--- config.mk ---
export PLATFORM = sky130hd
export DESIGN_NAME = cld_loader
export DESIGN_NICKNAME = d
export VERILOG_FILES = /design/src/cld_tick_unused_guard.sv /design/src/cld_pkg.sv /design/src/cld_tick.sv /design/src/cld_fifo.sv /design/src/cld_loader.sv
export VERILOG_INCLUDE_DIRS = /design/src
export SDC_FILE = /design/constraint.sdc
export NUM_CORES = 1
export LEC_CHECK = 0
export ABC_AREA = 1
export BUFFER_PORTS_ARGS = -buffer_cell sky130_fd_sc_hd__clkbuf_2
export CAP_MARGIN = 30
export CELL_PAD_IN_SITES_DETAIL_PLACEMENT = 0
export CELL_PAD_IN_SITES_GLOBAL_PLACEMENT = 1
export CORE_ASPECT_RATIO = 1.2
export CORE_UTILIZATION = 30
export CTS_CLUSTER_DIAMETER = 80
export CTS_CLUSTER_SIZE = 30
export DETAILED_ROUTE_END_ITERATION = 10
export PLACE_DENSITY = 0.63
export SLEW_MARGIN = 20
export SYNTH_ARGS = -nofsm -noshare
export SYNTH_HDL_FRONTEND = slang
export SYNTH_SLANG_ARGS = --single-unit
--- constraint.sdc ---
create_clock -name clk_i -period 3.8 [get_ports clk_i]
set_clock_uncertainty 0.2 [all_clocks]
set_input_delay 0.57 -clock clk_i [delete_from_list [all_inputs] [get_ports clk_i]]
set_output_delay 0.57 -clock clk_i [all_outputs]
set_load 0.01 [all_outputs]
--- src/cld_map.svh ---
`ifndef CLD_MAP_SVH
`define CLD_MAP_SVH

// register byte offsets
`define CLD_OFF_CTRL     7'h00
`define CLD_OFF_STATUS   7'h04
`define CLD_OFF_PIN_IN   7'h08
`define CLD_OFF_PIN_OUT  7'h0c
`define CLD_OFF_PIN_EN   7'h10
`define CLD_OFF_T1_LO    7'h14
`define CLD_OFF_T1_HI    7'h18
`define CLD_OFF_CLK_DIV  7'h1c
`define CLD_OFF_EVENT    7'h20
`define CLD_OFF_T2_LO    7'h2c
`define CLD_OFF_T2_HI    7'h30
`define CLD_OFF_FIFO     7'h34

// loader_control fields
`define CLD_CTRL_W       5
`define CLD_CTRL_SEND    3
`define CLD_CTRL_VENDOR  4

// pin bit positions
`define CLD_PIN_CLK      0
`define CLD_PIN_DATA     1
`define CLD_PIN_START    2
`define CLD_PIN_PULLUP   3
`define CLD_IN_DONE      0
`define CLD_IN_STATUS    1

// event bit positions
`define CLD_EV_READY     0
`define CLD_EV_UNDER     1
`define CLD_EV_DONE      2
`define CLD_EV_ERROR     3

// reset values
`define CLD_RST_CTRL     5'h00
`define CLD_RST_PIN      4'h0
`define CLD_RST_DIV      16'h0000
`define CLD_RST_TIMER    32'h0000_0000

`endif

--- src/cld_tick_unused_guard.sv ---
`default_nettype none
`default_nettype wire

--- src/cld_pkg.sv ---
`default_nettype none
package cld_pkg;
	typedef enum logic [2:0]
	{
		CLD_MODE_GPIO = 3'h0,
		CLD_MODE_FIFO = 3'h2,
		CLD_MODE_FSM  = 3'h7
	} cld_mode_t;

	typedef enum logic [2:0]
	{
		CLD_S_IDLE,
		CLD_S_PULSE,
		CLD_S_WAIT_RDY,
		CLD_S_DELAY,
		CLD_S_DATA,
		CLD_S_DONE,
		CLD_S_ERR
	} cld_state_t;

	typedef logic [31:0] cld_word_t;
endpackage
`default_nettype wire

--- src/cld_tick.sv ---
`default_nettype none
module cld_tick #(
	parameter int W = 16
) (
	input  wire logic         clk_i,   // bus clock
	input  wire logic         reset_i, // sync reset
	input  wire logic [W-1:0] div_i,   // period minus one
	output var  logic         tick_o   // one-cycle tick
);
	logic [W-1:0] cnt_r;

	always_ff @(posedge clk_i)
	begin
		if (reset_i || cnt_r >= div_i)
			cnt_r <= '0;
		else
			cnt_r <= cnt_r + W'(1);
	end

	always_ff @(posedge clk_i)
	begin
		if (reset_i)
			tick_o <= 1'b0;
		else
			tick_o <= (cnt_r >= div_i);
	end

	tick_period_a: assert property (
		@(posedge clk_i) disable iff (reset_i)
		tick_o |-> $past(cnt_r) >= $past(div_i))
		else $error("tick without full divider count");
endmodule
`default_nettype wire

--- src/cld_fifo.sv ---
`default_nettype none
module cld_fifo #(
	parameter int W     = 32,
	parameter int DEPTH = 16,
	parameter int AW    = $clog2(DEPTH)
) (
	input  wire logic         clk_i,   // bus clock
	input  wire logic         reset_i, // sync reset
	input  wire logic         push_i,  // write strobe
	input  wire logic [W-1:0] wdata_i, // write word
	input  wire logic         pop_i,   // read strobe
	output logic      [W-1:0] rdata_o, // head word
	output logic              full_o,  // no room
	output logic              empty_o  // no data
);
	logic [W-1:0] mem_r [DEPTH];
	logic [AW-1:0] wp_r;
	logic [AW-1:0] rp_r;
	logic [AW:0]   cnt_r;
	logic          do_push;
	logic          do_pop;

	assign full_o  = (cnt_r == (AW+1)'(DEPTH));
	assign empty_o = (cnt_r == '0);
	assign do_push = push_i && !full_o;
	assign do_pop  = pop_i && !empty_o;
	assign rdata_o = mem_r[rp_r];

	always_ff @(posedge clk_i)
	begin
		if (do_push)
			mem_r[wp_r] <= wdata_i;
	end

	// depth must be a power of two so the pointers wrap by themselves
	always_ff @(posedge clk_i)
	begin
		if (reset_i)
		begin
			wp_r  <= '0;
			rp_r  <= '0;
			cnt_r <= '0;
		end
		else
		begin
			wp_r  <= wp_r + AW'(do_push);
			rp_r  <= rp_r + AW'(do_pop);
			cnt_r <= cnt_r + (AW+1)'(do_push) - (AW+1)'(do_pop);
		end
	end

	fifo_count_a: assert property (
		@(posedge clk_i) disable iff (reset_i)
		push_i && !full_o && !pop_i |=> cnt_r == $past(cnt_r) + 1)
		else $error("fifo count did not follow push");
endmodule
`default_nettype wire

--- src/cld_loader.sv ---
// The Avalon-MM register port and the address map were decided locally.
`include "cld_map.svh"
`default_nettype none
module cld_loader #(
	parameter int FIFO_DEPTH = 16
) (
	input  wire logic                clk_i,                  // 40 MHz
	input  wire logic                reset_i,                // sync, high
	input  wire logic [6:0]          avs_address_i,          // byte addr
	input  wire logic                avs_read_i,             // read
	input  wire logic                avs_write_i,            // write
	input  wire cld_pkg::cld_word_t  avs_writedata_i,        // wdata
	input  wire logic [3:0]          avs_byteenable_i,       // lanes
	output var  cld_pkg::cld_word_t  avs_readdata_o,         // rdata
	output var  logic                avs_waitrequest_o,      // stall
	input  wire logic                boot_vendor_load_i,     // boot strobe
	input  wire logic                boot_vendor_i,          // boot vendor
	input  wire logic                config_complete_in_i,   // done pin
	input  wire logic                init_status_in_i,       // status pin
	output var  logic                serial_config_clock_o,  // clock
	output logic                     serial_config_clock_oe_o,
	output var  logic                serial_config_bit_o,    // data
	output logic                     serial_config_bit_oe_o,
	output var  logic                config_start_pulse_o,   // start
	output logic                     config_start_pulse_oe_o,
	output var  logic                pullup_control_out_o,   // pull-up
	output logic                     pullup_control_out_oe_o
);
	import cld_pkg::*;

	logic [`CLD_CTRL_W-1:0] ctrl_r;
	logic [3:0]  pin_out_r;
	logic [3:0]  pin_en_r;
	logic [1:0]  pin_in_r;
	logic        stat_q_r;
	logic [31:0] t1_r;
	logic [31:0] t2_r;
	logic [15:0] div_r;
	logic [3:0]  evt_r;
	logic [3:0]  evt_set;
	logic [3:0]  evt_clr;
	cld_state_t  state_r;
	logic [31:0] tcnt_r;
	logic        fsm_start_r;
	logic        tick;
	logic        req;
	logic        stall;
	logic        acc_wr;
	logic [6:0]  addr;
	cld_word_t   wmrg;
	cld_word_t   rd_nxt;
	cld_word_t   fifo_rdata;
	logic        fifo_full;
	logic        fifo_empty;
	logic        fifo_push;
	logic        fifo_pop;
	logic [30:0] shift_r;
	logic [4:0]  bits_r;
	logic        have_r;
	logic        sclk_r;
	logic        sdata_r;
	logic        under_r;
	logic        eng_run;
	logic        fsm_go;
	logic        stat_rise;
	cld_mode_t   mode;

	function automatic cld_word_t cld_merge(input cld_word_t o,
		input cld_word_t w, input logic [3:0] be);
		cld_word_t m;
		m = {{8{be[3]}}, {8{be[2]}}, {8{be[1]}}, {8{be[0]}}};
		return (o & ~m) | (w & m);
	endfunction

	assign addr   = {avs_address_i[6:2], 2'b00};
	assign req    = avs_read_i || avs_write_i;
	// a full FIFO holds the bus so no bitstream word is dropped
	assign stall  = avs_write_i && addr == `CLD_OFF_FIFO && fifo_full;
	assign acc_wr = avs_write_i && !avs_waitrequest_o;
	assign mode   = cld_mode_t'(ctrl_r[2:0]);
	assign fsm_go = acc_wr && addr == `CLD_OFF_CTRL && avs_byteenable_i[0]
		&& avs_writedata_i[2:0] == CLD_MODE_FSM;
	assign stat_rise = pin_in_r[`CLD_IN_STATUS] && !stat_q_r;

	// bus slave: one wait cycle, then a one-cycle answer
	always_ff @(posedge clk_i)
	begin
		if (reset_i)
			avs_waitrequest_o <= 1'b1;
		else
			avs_waitrequest_o <= !(req && avs_waitrequest_o && !stall);
	end

	always_comb
	begin
		wmrg = cld_merge(32'h0, avs_writedata_i, avs_byteenable_i);
		case (addr)
			`CLD_OFF_CTRL:    rd_nxt = 32'(ctrl_r);
			`CLD_OFF_STATUS:  rd_nxt = {21'h0, 3'(state_r), 1'b0,
				fifo_full, fifo_empty, under_r,
				ctrl_r[`CLD_CTRL_VENDOR] && !pin_in_r[`CLD_IN_STATUS],
				!ctrl_r[`CLD_CTRL_VENDOR] && pin_in_r[`CLD_IN_STATUS],
				pin_in_r};
			`CLD_OFF_PIN_IN:  rd_nxt = {30'h0, pin_in_r};
			`CLD_OFF_PIN_OUT: rd_nxt = {28'h0, pin_out_r};
			`CLD_OFF_PIN_EN:  rd_nxt = {28'h0, pin_en_r};
			`CLD_OFF_T1_LO:   rd_nxt = {16'h0, t1_r[15:0]};
			`CLD_OFF_T1_HI:   rd_nxt = {16'h0, t1_r[31:16]};
			`CLD_OFF_T2_LO:   rd_nxt = {16'h0, t2_r[15:0]};
			`CLD_OFF_T2_HI:   rd_nxt = {16'h0, t2_r[31:16]};
			`CLD_OFF_CLK_DIV: rd_nxt = {16'h0, div_r};
			`CLD_OFF_EVENT:   rd_nxt = {28'h0, evt_r};
			default:          rd_nxt = 32'h0;
		endcase
	end

	always_ff @(posedge clk_i)
	begin
		if (reset_i)
			avs_readdata_o <= 32'h0;
		else if (avs_read_i && avs_waitrequest_o)
			avs_readdata_o <= rd_nxt;
	end

	// software registers; boot load only touches the vendor bit
	always_ff @(posedge clk_i)
	begin
		if (reset_i)
			ctrl_r <= `CLD_RST_CTRL;
		else if (acc_wr && addr == `CLD_OFF_CTRL)
			ctrl_r <= wmrg[`CLD_CTRL_W-1:0] |
				(ctrl_r & ~{`CLD_CTRL_W{avs_byteenable_i[0]}});
		else if (boot_vendor_load_i)
			ctrl_r[`CLD_CTRL_VENDOR] <= boot_vendor_i;
	end

	always_ff @(posedge clk_i)
	begin
		if (reset_i)
		begin
			pin_out_r <= `CLD_RST_PIN;
			pin_en_r  <= `CLD_RST_PIN;
			div_r     <= `CLD_RST_DIV;
		end
		else if (acc_wr)
		begin
			if (addr == `CLD_OFF_PIN_OUT && avs_byteenable_i[0])
				pin_out_r <= avs_writedata_i[3:0];
			if (addr == `CLD_OFF_PIN_EN && avs_byteenable_i[0])
				pin_en_r <= avs_writedata_i[3:0];
			if (addr == `CLD_OFF_CLK_DIV)
				div_r <= wmrg[15:0] | (div_r
					& ~{{8{avs_byteenable_i[1]}}, {8{avs_byteenable_i[0]}}});
		end
	end

	always_ff @(posedge clk_i)
	begin
		if (reset_i)
		begin
			t1_r <= `CLD_RST_TIMER;
			t2_r <= `CLD_RST_TIMER;
		end
		else if (acc_wr)
		begin
			if (addr == `CLD_OFF_T1_LO)
				t1_r[15:0] <= wmrg[15:0] | (t1_r[15:0]
					& ~{{8{avs_byteenable_i[1]}}, {8{avs_byteenable_i[0]}}});
			if (addr == `CLD_OFF_T1_HI)
				t1_r[31:16] <= wmrg[15:0] | (t1_r[31:16]
					& ~{{8{avs_byteenable_i[1]}}, {8{avs_byteenable_i[0]}}});
			if (addr == `CLD_OFF_T2_LO)
				t2_r[15:0] <= wmrg[15:0] | (t2_r[15:0]
					& ~{{8{avs_byteenable_i[1]}}, {8{avs_byteenable_i[0]}}});
			if (addr == `CLD_OFF_T2_HI)
				t2_r[31:16] <= wmrg[15:0] | (t2_r[31:16]
					& ~{{8{avs_byteenable_i[1]}}, {8{avs_byteenable_i[0]}}});
		end
	end

	// sticky events, write one to clear; a new event beats the clear
	assign evt_clr = (acc_wr && addr == `CLD_OFF_EVENT) ? wmrg[3:0] : 4'h0;

	always_ff @(posedge clk_i)
	begin
		if (reset_i)
			evt_r <= 4'h0;
		else
			evt_r <= (evt_r & ~evt_clr) | evt_set;
	end

	// pins sampled every cycle in all modes
	always_ff @(posedge clk_i)
	begin
		if (reset_i)
		begin
			pin_in_r <= 2'b00;
			stat_q_r <= 1'b0;
		end
		else
		begin
			pin_in_r <= {init_status_in_i, config_complete_in_i};
			stat_q_r <= pin_in_r[`CLD_IN_STATUS];
		end
	end

	cld_tick #(
		.W(16)
	) u_tick (
		.clk_i   (clk_i),
		.reset_i (reset_i),
		.div_i   (div_r),
		.tick_o  (tick)
	);

	assign fifo_push = acc_wr && addr == `CLD_OFF_FIFO;

	cld_fifo #(
		.W(32),
		.DEPTH(FIFO_DEPTH)
	) u_fifo (
		.clk_i   (clk_i),
		.reset_i (reset_i),
		.push_i  (fifo_push),
		.wdata_i (avs_writedata_i),
		.pop_i   (fifo_pop),
		.rdata_o (fifo_rdata),
		.full_o  (fifo_full),
		.empty_o (fifo_empty)
	);

	// the engine stops on done; before that it runs only with the send bit in FIFO mode or in CLD_S_DATA, and pauses while the FIFO is empty
	assign eng_run = !pin_in_r[`CLD_IN_DONE] &&
		((mode == CLD_MODE_FIFO && ctrl_r[`CLD_CTRL_SEND]) ||
		(mode == CLD_MODE_FSM && state_r == CLD_S_DATA));
	assign fifo_pop = eng_run && tick && !sclk_r && !have_r
		&& bits_r == 5'h0 && !fifo_empty;

	// serialiser: data is placed one tick after the falling edge and
	// the clock rises one tick later, so data never moves near a rise
	always_ff @(posedge clk_i)
	begin
		if (reset_i || !eng_run)
		begin
			sclk_r  <= 1'b0;
			have_r  <= 1'b0;
			bits_r  <= 5'h0;
			shift_r <= 31'h0;
			sdata_r <= 1'b0;
			under_r <= 1'b0;
		end
		else if (tick)
		begin
			if (sclk_r)
			begin
				sclk_r <= 1'b0;
				have_r <= 1'b0;
			end
			else if (have_r)
				sclk_r <= 1'b1;
			else if (bits_r != 5'h0)
			begin
				sdata_r <= shift_r[30];
				shift_r <= {shift_r[29:0], 1'b0};
				bits_r  <= bits_r - 5'h1;
				have_r  <= 1'b1;
			end
			else if (!fifo_empty)
			begin
				sdata_r <= fifo_rdata[31];
				shift_r <= fifo_rdata[30:0];
				bits_r  <= 5'h1f;
				have_r  <= 1'b1;
				under_r <= 1'b0;
			end
			else
				under_r <= 1'b1;
		end
	end

	// configuration sequence, identical for both vendors
	always_ff @(posedge clk_i)
	begin
		if (reset_i)
		begin
			state_r     <= CLD_S_IDLE;
			tcnt_r      <= 32'h0;
			fsm_start_r <= 1'b1;
		end
		else if (fsm_go)
		begin
			state_r     <= CLD_S_PULSE;
			tcnt_r      <= 32'h0;
			fsm_start_r <= 1'b0;
		end
		else if (mode != CLD_MODE_FSM)
		begin
			state_r     <= CLD_S_IDLE;
			fsm_start_r <= 1'b1;
		end
		else
		begin
			case (state_r)
				CLD_S_PULSE:
					if (tick)
					begin
						tcnt_r <= tcnt_r + 32'h1;
						if (tcnt_r + 32'h1 >= t1_r)
						begin
							fsm_start_r <= 1'b1;
							state_r     <= CLD_S_WAIT_RDY;
						end
					end
				CLD_S_WAIT_RDY:
					if (stat_rise)
					begin
						tcnt_r  <= 32'h0;
						state_r <= CLD_S_DELAY;
					end
				CLD_S_DELAY:
					if (tick)
					begin
						tcnt_r <= tcnt_r + 32'h1;
						if (tcnt_r + 32'h1 >= t2_r)
							state_r <= CLD_S_DATA;
					end
				CLD_S_DATA:
					if (pin_in_r[`CLD_IN_DONE])
						state_r <= CLD_S_DONE;
					else if (!pin_in_r[`CLD_IN_STATUS])
						state_r <= CLD_S_ERR;
				CLD_S_IDLE,
				CLD_S_DONE,
				CLD_S_ERR:
					state_r <= state_r;
				default:
					state_r <= CLD_S_IDLE;
			endcase
		end
	end

	always_comb
	begin
		evt_set = 4'h0;
		evt_set[`CLD_EV_READY] = stat_rise;
		evt_set[`CLD_EV_UNDER] = eng_run && tick && !sclk_r && !have_r
			&& bits_r == 5'h0 && fifo_empty && !under_r;
		evt_set[`CLD_EV_DONE] = mode == CLD_MODE_FSM && !fsm_go
			&& state_r == CLD_S_DATA && pin_in_r[`CLD_IN_DONE];
		evt_set[`CLD_EV_ERROR] = mode == CLD_MODE_FSM && !fsm_go
			&& state_r == CLD_S_DATA && !pin_in_r[`CLD_IN_DONE]
			&& !pin_in_r[`CLD_IN_STATUS];
	end

	// pin drivers: engine owns clock and data in FIFO and FSM modes only
	always_ff @(posedge clk_i)
	begin
		if (reset_i)
		begin
			serial_config_clock_o <= 1'b0;
			serial_config_bit_o   <= 1'b0;
			config_start_pulse_o  <= 1'b0;
			pullup_control_out_o  <= 1'b0;
		end
		else
		begin
			serial_config_clock_o <= (mode == CLD_MODE_FIFO ||
				mode == CLD_MODE_FSM) ? sclk_r
				: pin_out_r[`CLD_PIN_CLK];
			serial_config_bit_o <= (mode == CLD_MODE_FIFO ||
				mode == CLD_MODE_FSM) ? sdata_r
				: pin_out_r[`CLD_PIN_DATA];
			config_start_pulse_o <= (mode == CLD_MODE_FSM) ? fsm_start_r
				: pin_out_r[`CLD_PIN_START];
			pullup_control_out_o <= pin_out_r[`CLD_PIN_PULLUP];
		end
	end

	assign serial_config_clock_oe_o = pin_en_r[`CLD_PIN_CLK];
	assign serial_config_bit_oe_o   = pin_en_r[`CLD_PIN_DATA];
	assign config_start_pulse_oe_o  = pin_en_r[`CLD_PIN_START];
	assign pullup_control_out_oe_o  = pin_en_r[`CLD_PIN_PULLUP];

	gpio_pin_follow_a: assert property (
		@(posedge clk_i) disable iff (reset_i)
		mode == CLD_MODE_GPIO |=> serial_config_clock_o
		== $past(pin_out_r[`CLD_PIN_CLK]))
		else $error("bit-bang clock pin not from register");
	// one tick of setup is all the divider promises when it is zero
	data_at_rise_a: assert property (
		@(posedge clk_i) disable iff (reset_i)
		$rose(sclk_r) |-> $stable(sdata_r))
		else $error("data moved at clock rise");
	underflow_clock_a: assert property (
		@(posedge clk_i) disable iff (reset_i)
		under_r && $past(under_r) |-> !sclk_r)
		else $error("clock runs during underflow");
	underflow_event_a: assert property (
		@(posedge clk_i) disable iff (reset_i)
		$rose(under_r) |-> evt_r[`CLD_EV_UNDER])
		else $error("underflow event missing");
	start_low_a: assert property (
		@(posedge clk_i) disable iff (reset_i)
		fsm_go ##1 mode == CLD_MODE_FSM ##1 mode == CLD_MODE_FSM
		|-> !config_start_pulse_o)
		else $error("start pulse not driven low");
	done_event_a: assert property (
		@(posedge clk_i) disable iff (reset_i)
		evt_set[`CLD_EV_DONE] |=> state_r == CLD_S_DONE
		&& evt_r[`CLD_EV_DONE])
		else $error("done not recorded");
	event_set_wins_a: assert property (
		@(posedge clk_i) disable iff (reset_i)
		evt_set[`CLD_EV_READY] && evt_clr[`CLD_EV_READY]
		|=> evt_r[`CLD_EV_READY])
		else $error("event lost to clear");
	bus_answer_a: assert property (
		@(posedge clk_i) disable iff (reset_i)
		!avs_waitrequest_o |=> avs_waitrequest_o)
		else $error("answer longer than one cycle");
	no_clock_after_done_a: assert property (
		@(posedge clk_i) disable iff (reset_i)
		pin_in_r[`CLD_IN_DONE] |=> !sclk_r)
		else $error("clock after done");
endmodule
`default_nettype wire

==> results.py, run 1 <==
metrics = {
    "floorplanning": {
        "chipHeight_um": 360,
        "die_area_mm2": 0.108,
        "initial_core_util_pct": 30.2,
        "num_rows": 131,
        "boundaryPins": 92,
        "core_mm2": 0.106,
        "die_w_um": 300,
    },
    "detailed_routing": {
        "drt_iter0_markers": 1738,
        "post-route-drc-count": 0,
        "routedWlPerCell_um": 20.2,
        "wirelength_mm": 91.7,
        "drtAntennaViolNets": 0,
        "vias": 22500,
        "via_per_inst": 4.96,
        "drt_pass1_iterations": 5,
    },
    "power_and_ir_drop": {
        "power_frac_comb_pct": 2.0,
        "sw_frac_of_total_pct": 23.0,
        "power.density_mw_per_mm2": 391,
        "clockPowerShare_pct": 36.6,
        "p_int_mw": 10.8,
        "seqPwrFrac_pct": 61.4,
        "peakVddDrop_mv": 0.247,
        "p_leak_nw": 12.3,
        "switchingPower_mw": 3.22,
        "power_mw": 14.0,
    },
    "global_route": {
        "grt_pass1_vias": 22100,
        "grt_overflow_total": 0,
        "grt_max_degree": 133,
        "antenna_found_initial": 4,
        "grt_first_pass_wirelength_mm": 139,
        "gr-usage-all-layers_pct": 16.8,
    },
    "worst_setup_path": {
        "path_cells": "ha_2 -> nand2_1 -> nor2_4 -> nand3_4 -> nor2_4 -> nand2_4 -> nor2_4 -> nand2_2 -> nor2_2 -> xnor2_1 -> inv_2 -> ha_1 -> nand2_1 -> nor2_2 -> nand4_1 -> nor2_2 -> nand2_2 -> nand3_1 -> nand2_1 -> inv_1 -> nand2_1 -> a21oi_1 -> nor2_1",
        "crit_path_end_kind": "flop",
        "worstPathArrival_ps": 3830,
        "critPathKind": "flop to flop",
        "path_max_fanout": 4,
        "reg2reg_slack_ps": 290,
        "reg2reg_from": "tcnt_r[1]",
        "cp_slowest_cell": "dfxtp_2",
        "crit_top_cell": "nand2_1",
        "crit_path_start_kind": "flop",
        "worstPathRequired_ps": 4120,
        "max_stage_delay_ps": 350,
        "reg2regPathDepth": 23,
        "reg2reg_to": "state_r[0]",
    },
    "synth": {
        "async_flop_share_pct": 0,
        "yosysMostFrequentCell": "edfxtp_1",
        "netlist_area_mm2": 0.0321,
        "syn_area_per_cell_um2": 10.4,
        "synth_edf_count": 512,
        "syn_inst": 3076,
        "synth_common_cells": "edfxtp_1 (512), nor2_1 (415), o21ai_0 (409)",
        "synth_top_family_by_area": "compound AO/OA/AOI/OAI gates",
        "synth-simple-area-share_pct": 12.0,
        "synth_top_area_cell": "edfxtp_1",
        "synth-compound-area-share_pct": 15.9,
        "synth_top_area_share_pct": 47.9,
        "netlist_top_cells_area": "edfxtp_1 (48%), dfxtp_1 (14%), o21ai_0 (6.4%), nor2_1 (4.9%), ha_1 (3.6%)",
        "seq_area_frac_synth_pct": 62.1,
        "ys_warn_count": 0,
        "synthDistinctLibCells": 54,
        "synth_mux_area_share_pct": 0,
        "synth_fa_ha_area_share_pct": 3.69,
        "synth-xor-area-share_pct": 1.17,
        "synth_seq_cells": 739,
        "synth_flop_cell": "edfxtp_1",
    },
    "sta": {
        "layout_setup_ws_ps": 292,
        "maxSlewHeadroom_pct": 44.9,
        "post-route-min-period_ps": 3510,
        "finalCritPeriodShare_pct": 92.3,
        "tightest_slew_ps": 826,
        "hold_viol": 0,
        "fmax_mhz": 285,
        "slew_viol_final": 0,
        "setup_viol": 0,
    },
    "clock_network": {
        "cts_buffers": 40,
        "htree_levels": 2,
        "clkLatencyLatePin_ps": 620,
        "numClockSinks": 739,
        "clk_pin_slew_ps": 100,
        "cts_buffer_depth": 3,
        "cts_tree": "built",
        "root_buffer": "clkbuf_16",
    },
    "placement": {
        "gp_congestion": 0.827,
        "pre_cts_slack_ps": 219,
        "hpwl_mm": 57.6,
        "io_buffers": 71,
    },
    "final_layout": {
        "drive_gt1_share_pct": 10.6,
        "area.growth.synth_to_final_pct": 11.6,
        "final_util_pct": 33.7,
        "final_nets": 3255,
        "fill_cells": 10900,
    },
    "worst_hold_path": {
        "hold_path_depth": 3,
        "hold_start": "boot_vendor_i",
        "hp-class": "input port to flop",
    },
    "job": {
        "maxCapViolCount": 0,
    },
    "status": {
        "status": "finished, final reports clean",
    },
}
-- worst max-delay path, delay by kind of cell, from the launching register on --
family / cells / cell delay (ps)
AO/OA/AOI/OAI: 1 / 150
XOR/XNOR: 1 / 140
adder cells (fa/ha/maj): 2 / 450
buffers and inverters: 2 / 140
flip-flops: 1 / 350
AND/OR/NAND/NOR: 17 / 1980
-- kinds of logic after synthesis --
logic type                 after synthesis
other                                    1
adders and majority gates               94
xor gates and xnor gates                43
buffers and inverters                  398
and+or+nand+nor                        889
DFF                                    739
AOI/OAI and AO/OA                      912
-- metal layers --
| metal | GRT usage [%] | wire length [um] | vias up |
|---|---|---|---|
| met3 | 1.96 | 3350 | 112 |
| met2 | 29.7 | 45600 | 441 |
| met4 | 4.24 | 2200 | 6 |
| met5 | 0 | 37 | - |
| met1 | 21.7 | 40500 | 11000 |
| li1 | - | - | 11000 |
-- power groups by stage --
stage	Sequential (mW)	Combinational [mW]	Clock, mW
global placement	8.78	0.277	0
detailed placement	8.78	0.278	0
finish	8.59	0.281	5.11
global route	8.59	0.309	5.53
floorplan	8.78	0.113	0
CTS	8.59	0.282	5.26
-- per-stage QoR --
stage | instance area, um2 | hold WS (ps) | cells | TNS [ps]
global placement | 34300 | 243 | 4457 | 0
detailed placement | 34300 | 250 | 4457 | 0
finish | 35800 | 72.8 | 4541 | 0
CTS | 35700 | 44.7 | 4535 | 0
global route | 35800 | 93.3 | 4538 | -6.76
floorplan | 32100 | 213 | 3091 | 0
-- timing repair --
item                                   CTS  global route
hold buffers                             4             0
setup endpoints to repair                0             3
resized for setup                        0            13
endpoints found under the hold margin    3             0
setup buffers                            0             3
-- how the worst max path moves through the flow --
stage / from / to / slack (ps)
2_1_floorplan: avs_address_i[5] / u_fifo.mem_r[0][0] / 300
3_3_place_gp: tcnt_r[1] / state_r[0] / 190
3_5_place_dp: tcnt_r[1] / state_r[0] / 220
4_1_cts: tcnt_r[1] / state_r[0] / 180
5_1_grt: tcnt_r[1] / state_r[0] / -6
6_report: tcnt_r[1] / state_r[0] / 290
-- cells in the final DEF (no fill, tap or decap), types with 8 or more instances in the layout --
cell and count:
nand2_1 302, clkinv_1 9, o221ai_1 47, o21ai_0 409, xor2_1 20, nor2_4 27
nor2_2 13, buf_4 65, o21bai_1 21, a31oi_1 8, ha_1 92, o22ai_1 136
nand3_1 68, edfxtp_1 512, a21oi_1 221, dfxtp_1 221, nand4_1 19, inv_2 29
nor3_1 17, conb_1 16, clkbuf_16 40, xnor2_1 23, inv_6 8, o211ai_1 12
clkbuf_2 71, inv_1 185, nor2_1 396, buf_12 12, nor4_1 10, o21ai_1 26
-- cell type report --
type	instances	area (um2)	area share (%)
multi-input combinational	1954	10700	30.0
sequential	739	19900	55.7
clock buffer	42	1010	2.82
tap	1396	1750	4.88
timing repair buffer	152	1120	3.14
inverter	223	845	2.36
antenna	3	7.51	0.0210
clock inverter	32	373	1.04
Note: power is estimated with default switching activity, not from simulation.
==> run 2: changes to the inputs <==
--- a/config.mk
+++ b/config.mk
@@ -16,7 +16,7 @@
 export CTS_CLUSTER_DIAMETER = 80
 export CTS_CLUSTER_SIZE = 30
 export DETAILED_ROUTE_END_ITERATION = 10
-export PLACE_DENSITY = 0.63
+export PLACE_DENSITY_LB_ADDON = 0.15
 export SLEW_MARGIN = 20
 export SYNTH_ARGS = -nofsm -noshare
 export SYNTH_HDL_FRONTEND = slang
==> results.py, run 2 (synthesis gave the netlist of run 1 again) <==
metrics = {
    "status": {
        "status": "finished, final reports clean",
    },
    "final_layout": {
        "final_cell_mix": "edfxtp_1 (512), o21ai_0 (409), nor2_1 (398)",
        "area.growth.synth_to_final_pct": 11.6,
        "antennaDiodeCount": 0,
        "final_common_cell": "edfxtp_1",
        "final_nets": 3249,
        "drive_gt1_share_pct": 10.3,
    },
    "detailed_routing": {
        "drt_pass1_iterations": 5,
        "drtAntennaViolNets": 0,
        "wirelength_mm": 101,
        "drt_iter0_markers": 1513,
        "routedWlPerCell_um": 22.2,
        "via_per_inst": 5.09,
        "vias": 23100,
        "post-route-drc-count": 0,
    },
    "clock_network": {
        "cts_buffer_depth": 3,
        "cts_buffers": 38,
        "clk_pin_slew_ps": 100,
        "htree_levels": 2,
        "root_buffer": "clkbuf_16",
        "numClockSinks": 739,
        "cts_tree": "built",
        "clkLatencyLatePin_ps": 620,
    },
    "sta": {
        "maxSlewHeadroom_pct": 41.7,
        "slew_viol_final": 0,
        "setup_tns_ps": 0,
        "layout_setup_ws_ps": 274,
        "tightest_slew_ps": 874,
        "setup_viol": 0,
        "finalCritPeriodShare_pct": 92.8,
        "rsz0062_at_grt": "false",
        "hold_viol": 0,
        "fmax_mhz": 284,
        "post-route-min-period_ps": 3530,
    },
    "floorplanning": {
        "chipHeight_um": 360,
        "initial_core_util_pct": 30.2,
        "num_rows": 131,
        "die_area_mm2": 0.108,
        "boundaryPins": 92,
        "die_w_um": 300,
        "core_mm2": 0.106,
    },
    "worst_setup_path": {
        "worstPathArrival_ps": 3890,
        "critPathKind": "flop to flop",
        "crit_path_start_kind": "flop",
        "worstPathRequired_ps": 4160,
        "crit_path_end_kind": "flop",
        "path_max_fanout": 4,
        "reg2regPathDepth": 24,
    },
    "power_and_ir_drop": {
        "power.density_mw_per_mm2": 390,
        "peakVddDrop_mv": 0.290,
        "p_leak_nw": 12.3,
    },
    "placement": {
        "pre_cts_slack_ps": 186,
        "hpwl_mm": 61.2,
        "io_buffers": 71,
        "gp_congestion": 0.816,
    },
    "job": {
        "maxCapViolCount": 0,
    },
    "global_route": {
        "grt_pass1_vias": 23000,
        "grt_max_degree": 125,
        "grt_overflow_total": 0,
        "gr-usage-all-layers_pct": 18.4,
        "grt_first_pass_wirelength_mm": 149,
        "antenna_found_initial": 0,
    },
    "worst_hold_path": {
        "hold_path_depth": 3,
        "hp-class": "input port to flop",
    },
}
==> run 2: cell count changes in the layout (fill, tap and decap cells not counted), sizes merged <==
| cell | previous run | this run |
|---|---|---|
| diode | 3 | 0 |
| clkinv | 22 | 15 |
| clkinvlp | 1 | 0 |
| clkbuf | 113 | 116 |
| buf | 77 | 73 |
==> run 2: final cells by class <==
class	instances	area (um2)
Inverter	223	843
Clock buffer	45	998
Sequential cell	739	19900
Tap cell	1396	1750
Multi-Input combinational cell	1954	10700
Clock inverter	24	312
Fill cell	10700	70400
Timing Repair Buffer	148	1230
==> run 2: metrics by stage <==
| stage | hold slack, ps | utilization, % | std cells | power (mW) | instance area (um2) |
|---|---|---|---|---|---|
| after floorplan | 213 | - | 3091 | 8.89 | 32100 |
| after global placement | 244 | 32.4 | 4454 | 9.06 | 34400 |
| after detailed placement | 253 | 32.4 | 4454 | 9.06 | 34400 |
| after CTS | 28.3 | 33.7 | 4527 | 14.1 | 35700 |
| after global routing | 79.4 | 33.7 | 4529 | 14.4 | 35800 |
| final | 70.5 | 33.7 | 4529 | 13.9 | 35800 |
==> run 2: critical path, stage by stage, from the launching register on <==
cell and delay [ps]:
dfxtp_2 360, ha_2 200, nand2_2 80, nor2_4 190, nand3_2 140, nor2_4 170, nand2_4 90, nor2_4 110
nand2_2 90, nor2_2 110, xnor2_1 150, inv_2 80, ha_1 280, nand2_1 70, nor2_2 110, nand4_1 200
nor2_1 170, nand2_2 100, nand3_1 90, nand2_1 90, inv_1 80, nand2_2 80, nand3_1 70, nand2_1 50
nor2_1 100
==> run 2: what timing repair did <==
item / 4_1_cts / 5_1_grt
resized for setup: 0 / 11
hold endpoints to repair: 3 / 0
buffers inserted: 0 / 2
hold buffers: 4 / 0
setup endpoints to repair: 0 / 3
==> run 2: final timing paths <==
check | start | end | slack, ps
hold reg to reg | shift_r[1] | shift_r[1] | 270
setup reg to reg | tcnt_r[1] | state_r[0] | 270
setup / recovery | tcnt_r[1] | state_r[0] | 270
hold / removal | boot_vendor_i | flop | 70
==> run 2: power breakdown <==
group	total (mW)	internal, mW	switching, mW
logic	0.292	0.0534	0.238
clock network	5.06	2.08	2.98
registers	8.59	8.59	0.00516
==> run 2: layer usage <==
metal,global-route usage [%],up-vias,routed length [um]
met5,0,-,0
met4,5.44,0,2950
met3,1.71,111,3240
met2,33.5,464,51900
met1,22.6,11500,42600
li1,-,10900,-
==> run 3: changes to the inputs <==
--- a/config.mk
+++ b/config.mk
@@ -7,7 +7,6 @@
 export NUM_CORES = 1
 export LEC_CHECK = 0
 export ABC_AREA = 1
-export BUFFER_PORTS_ARGS = -buffer_cell sky130_fd_sc_hd__clkbuf_2
 export CAP_MARGIN = 30
 export CELL_PAD_IN_SITES_DETAIL_PLACEMENT = 0
 export CELL_PAD_IN_SITES_GLOBAL_PLACEMENT = 1
@@ -16,6 +15,7 @@
 export CTS_CLUSTER_DIAMETER = 80
 export CTS_CLUSTER_SIZE = 30
 export DETAILED_ROUTE_END_ITERATION = 10
+export DONT_BUFFER_PORTS = 1
 export PLACE_DENSITY_LB_ADDON = 0.15
 export SLEW_MARGIN = 20
 export SYNTH_ARGS = -nofsm -noshare
==> results.py, run 3 (synthesis gave the netlist of run 1 again) <==
metrics = {
    "global_route": {
        "grt_overflow_total": 0,
        "gr-usage-all-layers_pct": 18.6,
        "grt_first_pass_wirelength_mm": 150,
        "antenna_found_initial": 4,
        "grt_max_degree": 169,
        "grt_pass1_vias": 22700,
    },
    "sta": {
        "setup_tns_ps": 0,
        "finalCritPeriodShare_pct": 91.4,
        "hold_viol": 0,
        "maxSlewHeadroom_pct": 32.0,
        "slew_viol_final": 0,
        "rsz0062_at_grt": "false",
        "setup_viol": 0,
        "post-route-min-period_ps": 3470,
        "fmax_mhz": 288,
        "tightest_slew_ps": 1020,
    },
    "final_layout": {
        "area.growth.synth_to_final_pct": 12.0,
        "drive_gt1_share_pct": 8.27,
        "fill_cells": 10700,
        "final_common_cell": "edfxtp_1",
        "fin_cells": 4505,
        "final_cell_mix": "edfxtp_1 (512), o21ai_0 (409), nor2_1 (398)",
        "final_nets": 3220,
    },
    "detailed_routing": {
        "routedWlPerCell_um": 22.7,
        "via_per_inst": 5.08,
        "post-route-drc-count": 0,
        "vias": 22900,
        "drt_pass1_iterations": 6,
        "drtAntennaViolNets": 0,
        "wirelength_mm": 102,
        "drt_iter0_markers": 1510,
    },
    "placement": {
        "hpwl_mm": 62.2,
        "io_buffers": 0,
        "gp_congestion": 0.834,
        "dp_cells": 4382,
    },
    "clock_network": {
        "cts_tree": "built",
        "htree_levels": 2,
        "numClockSinks": 739,
        "root_buffer": "clkbuf_16",
        "clkLatencyLatePin_ps": 640,
        "clk_pin_slew_ps": 100,
        "postCtsSetupBuffers": 0,
        "cts_buffer_depth": 3,
        "cts_buffers": 40,
    },
    "worst_setup_path": {
        "crit_path_end_kind": "flop",
        "crit_buf_inv": 2,
        "crit_top_cell": "nand2_1",
        "crit_path_start_kind": "flop",
        "critPathLaunch": "tcnt_r[1]",
        "path_delay_family": "simple AND/OR/NAND/NOR gates",
        "max_stage_delay_ps": 360,
        "critPathKind": "flop to flop",
        "cp_slowest_cell": "dfxtp_2",
        "path_max_fanout": 4,
        "reg2reg_slack_ps": 330,
        "worstPathRequired_ps": 4160,
        "worstPathArrival_ps": 3830,
        "path_cells": "ha_2 -> nand2_1 -> nor2_4 -> nand3_2 -> nor2_4 -> nand2_2 -> nor2_4 -> nand2_2 -> nor2_2 -> xnor2_1 -> inv_2 -> ha_1 -> nand2_1 -> nor2_2 -> nand4_1 -> nor2_1 -> nand2_1 -> nand3_1 -> nand2_1 -> inv_1 -> nand2_1 -> nand3_1 -> nand2_1 -> nor2_1",
        "reg2reg_from": "tcnt_r[1]",
    },
    "power_and_ir_drop": {
        "peakVddDrop_mv": 0.299,
        "p_leak_nw": 12.2,
        "power.density_mw_per_mm2": 397,
    },
    "floorplanning": {
        "core_mm2": 0.106,
        "die_area_mm2": 0.108,
        "chipHeight_um": 360,
        "boundaryPins": 92,
        "die_w_um": 300,
        "num_rows": 131,
        "initial_core_util_pct": 30.2,
    },
    "status": {
        "status": "finished, final reports clean",
    },
    "worst_hold_path": {
        "hp-class": "input port to flop",
        "hold_start": "reset_i",
    },
    "job": {
        "maxCapViolCount": 0,
    },
}
run 3: cell types whose count changed in the layout (fill, tap and decap cells not counted), moves of 2 or more:
cell | before | now
diode_2 | 0 | 2
clkbuf_2 | 71 | 0
inv_12 | 2 | 6
clkinvlp_4 | 0 | 2
buf_12 | 23 | 18
buf_4 | 50 | 53
inv_6 | 9 | 6
buf_8 | 0 | 4
nand2_1 | 300 | 302
dlygate4sd3_1 | 4 | 42
clkbuf_16 | 39 | 41
run 3: per-stage QoR:
| step | total power, mW | area (um2) | util, % | hold WS (ps) | setup slack, ps |
|---|---|---|---|---|---|
| 4_1_cts | 14.4 | 35800 | 33.7 | 0.315 | 245 |
| 6_report | 14.3 | 35900 | 33.8 | 46.0 | 326 |
| 3_5_place_dp | 8.93 | 34000 | 32.0 | 252 | 258 |
| 2_1_floorplan | 8.89 | 32100 | - | 213 | 303 |
| 3_3_place_gp | 8.93 | 34000 | 32.0 | 238 | 228 |
| 5_1_grt | 14.7 | 35900 | 33.8 | 20.9 | 29.2 |
run 3: final timing paths:
| path | depth (start not counted) | endpoint |
|---|---|---|
| setup / recovery | 24 | state_r[0] |
| hold / removal | 2 | avs_readdata_o[7] |
| setup reg to reg | 24 | state_r[0] |
| hold reg to reg | 2 | shift_r[21] |
run 3: repair_timing:
item                                    CTS  global route
endpoints found under the hold margin   610             0
hold buffers                             43             0
endpoints found under the setup margin    0             3
resized for setup                         0             6
run 3: area by class of cell:
| type | instances | area [um2] | area share (%) |
|---|---|---|---|
| timing repair buffer | 117 | 1240 | 3.45 |
| inverter | 223 | 843 | 2.35 |
| clock buffer | 46 | 1040 | 2.91 |
| multi-input combinational | 1954 | 10700 | 29.8 |
| clock inverter | 28 | 405 | 1.13 |
| tap | 1396 | 1750 | 4.86 |
| antenna | 2 | 5.00 | 0.0139 |
| sequential | 739 | 19900 | 55.5 |
run 3: metal layers:
metal	up-vias	routed length, um	GRT usage, %
met5	-	11	0
met4	2	1560	3.56
met3	75	3770	2.17
met2	401	53700	34.2
met1	11500	43300	23.1
li1	10900	-	-
run 3: report_power, final:
group	internal [mW]	total [mW]	switching [mW]	leakage [nW]
sequential	8.59	8.59	0.00637	6.43
combinational	0.0684	0.300	0.232	5.04
clock	2.27	5.37	3.10	0.693
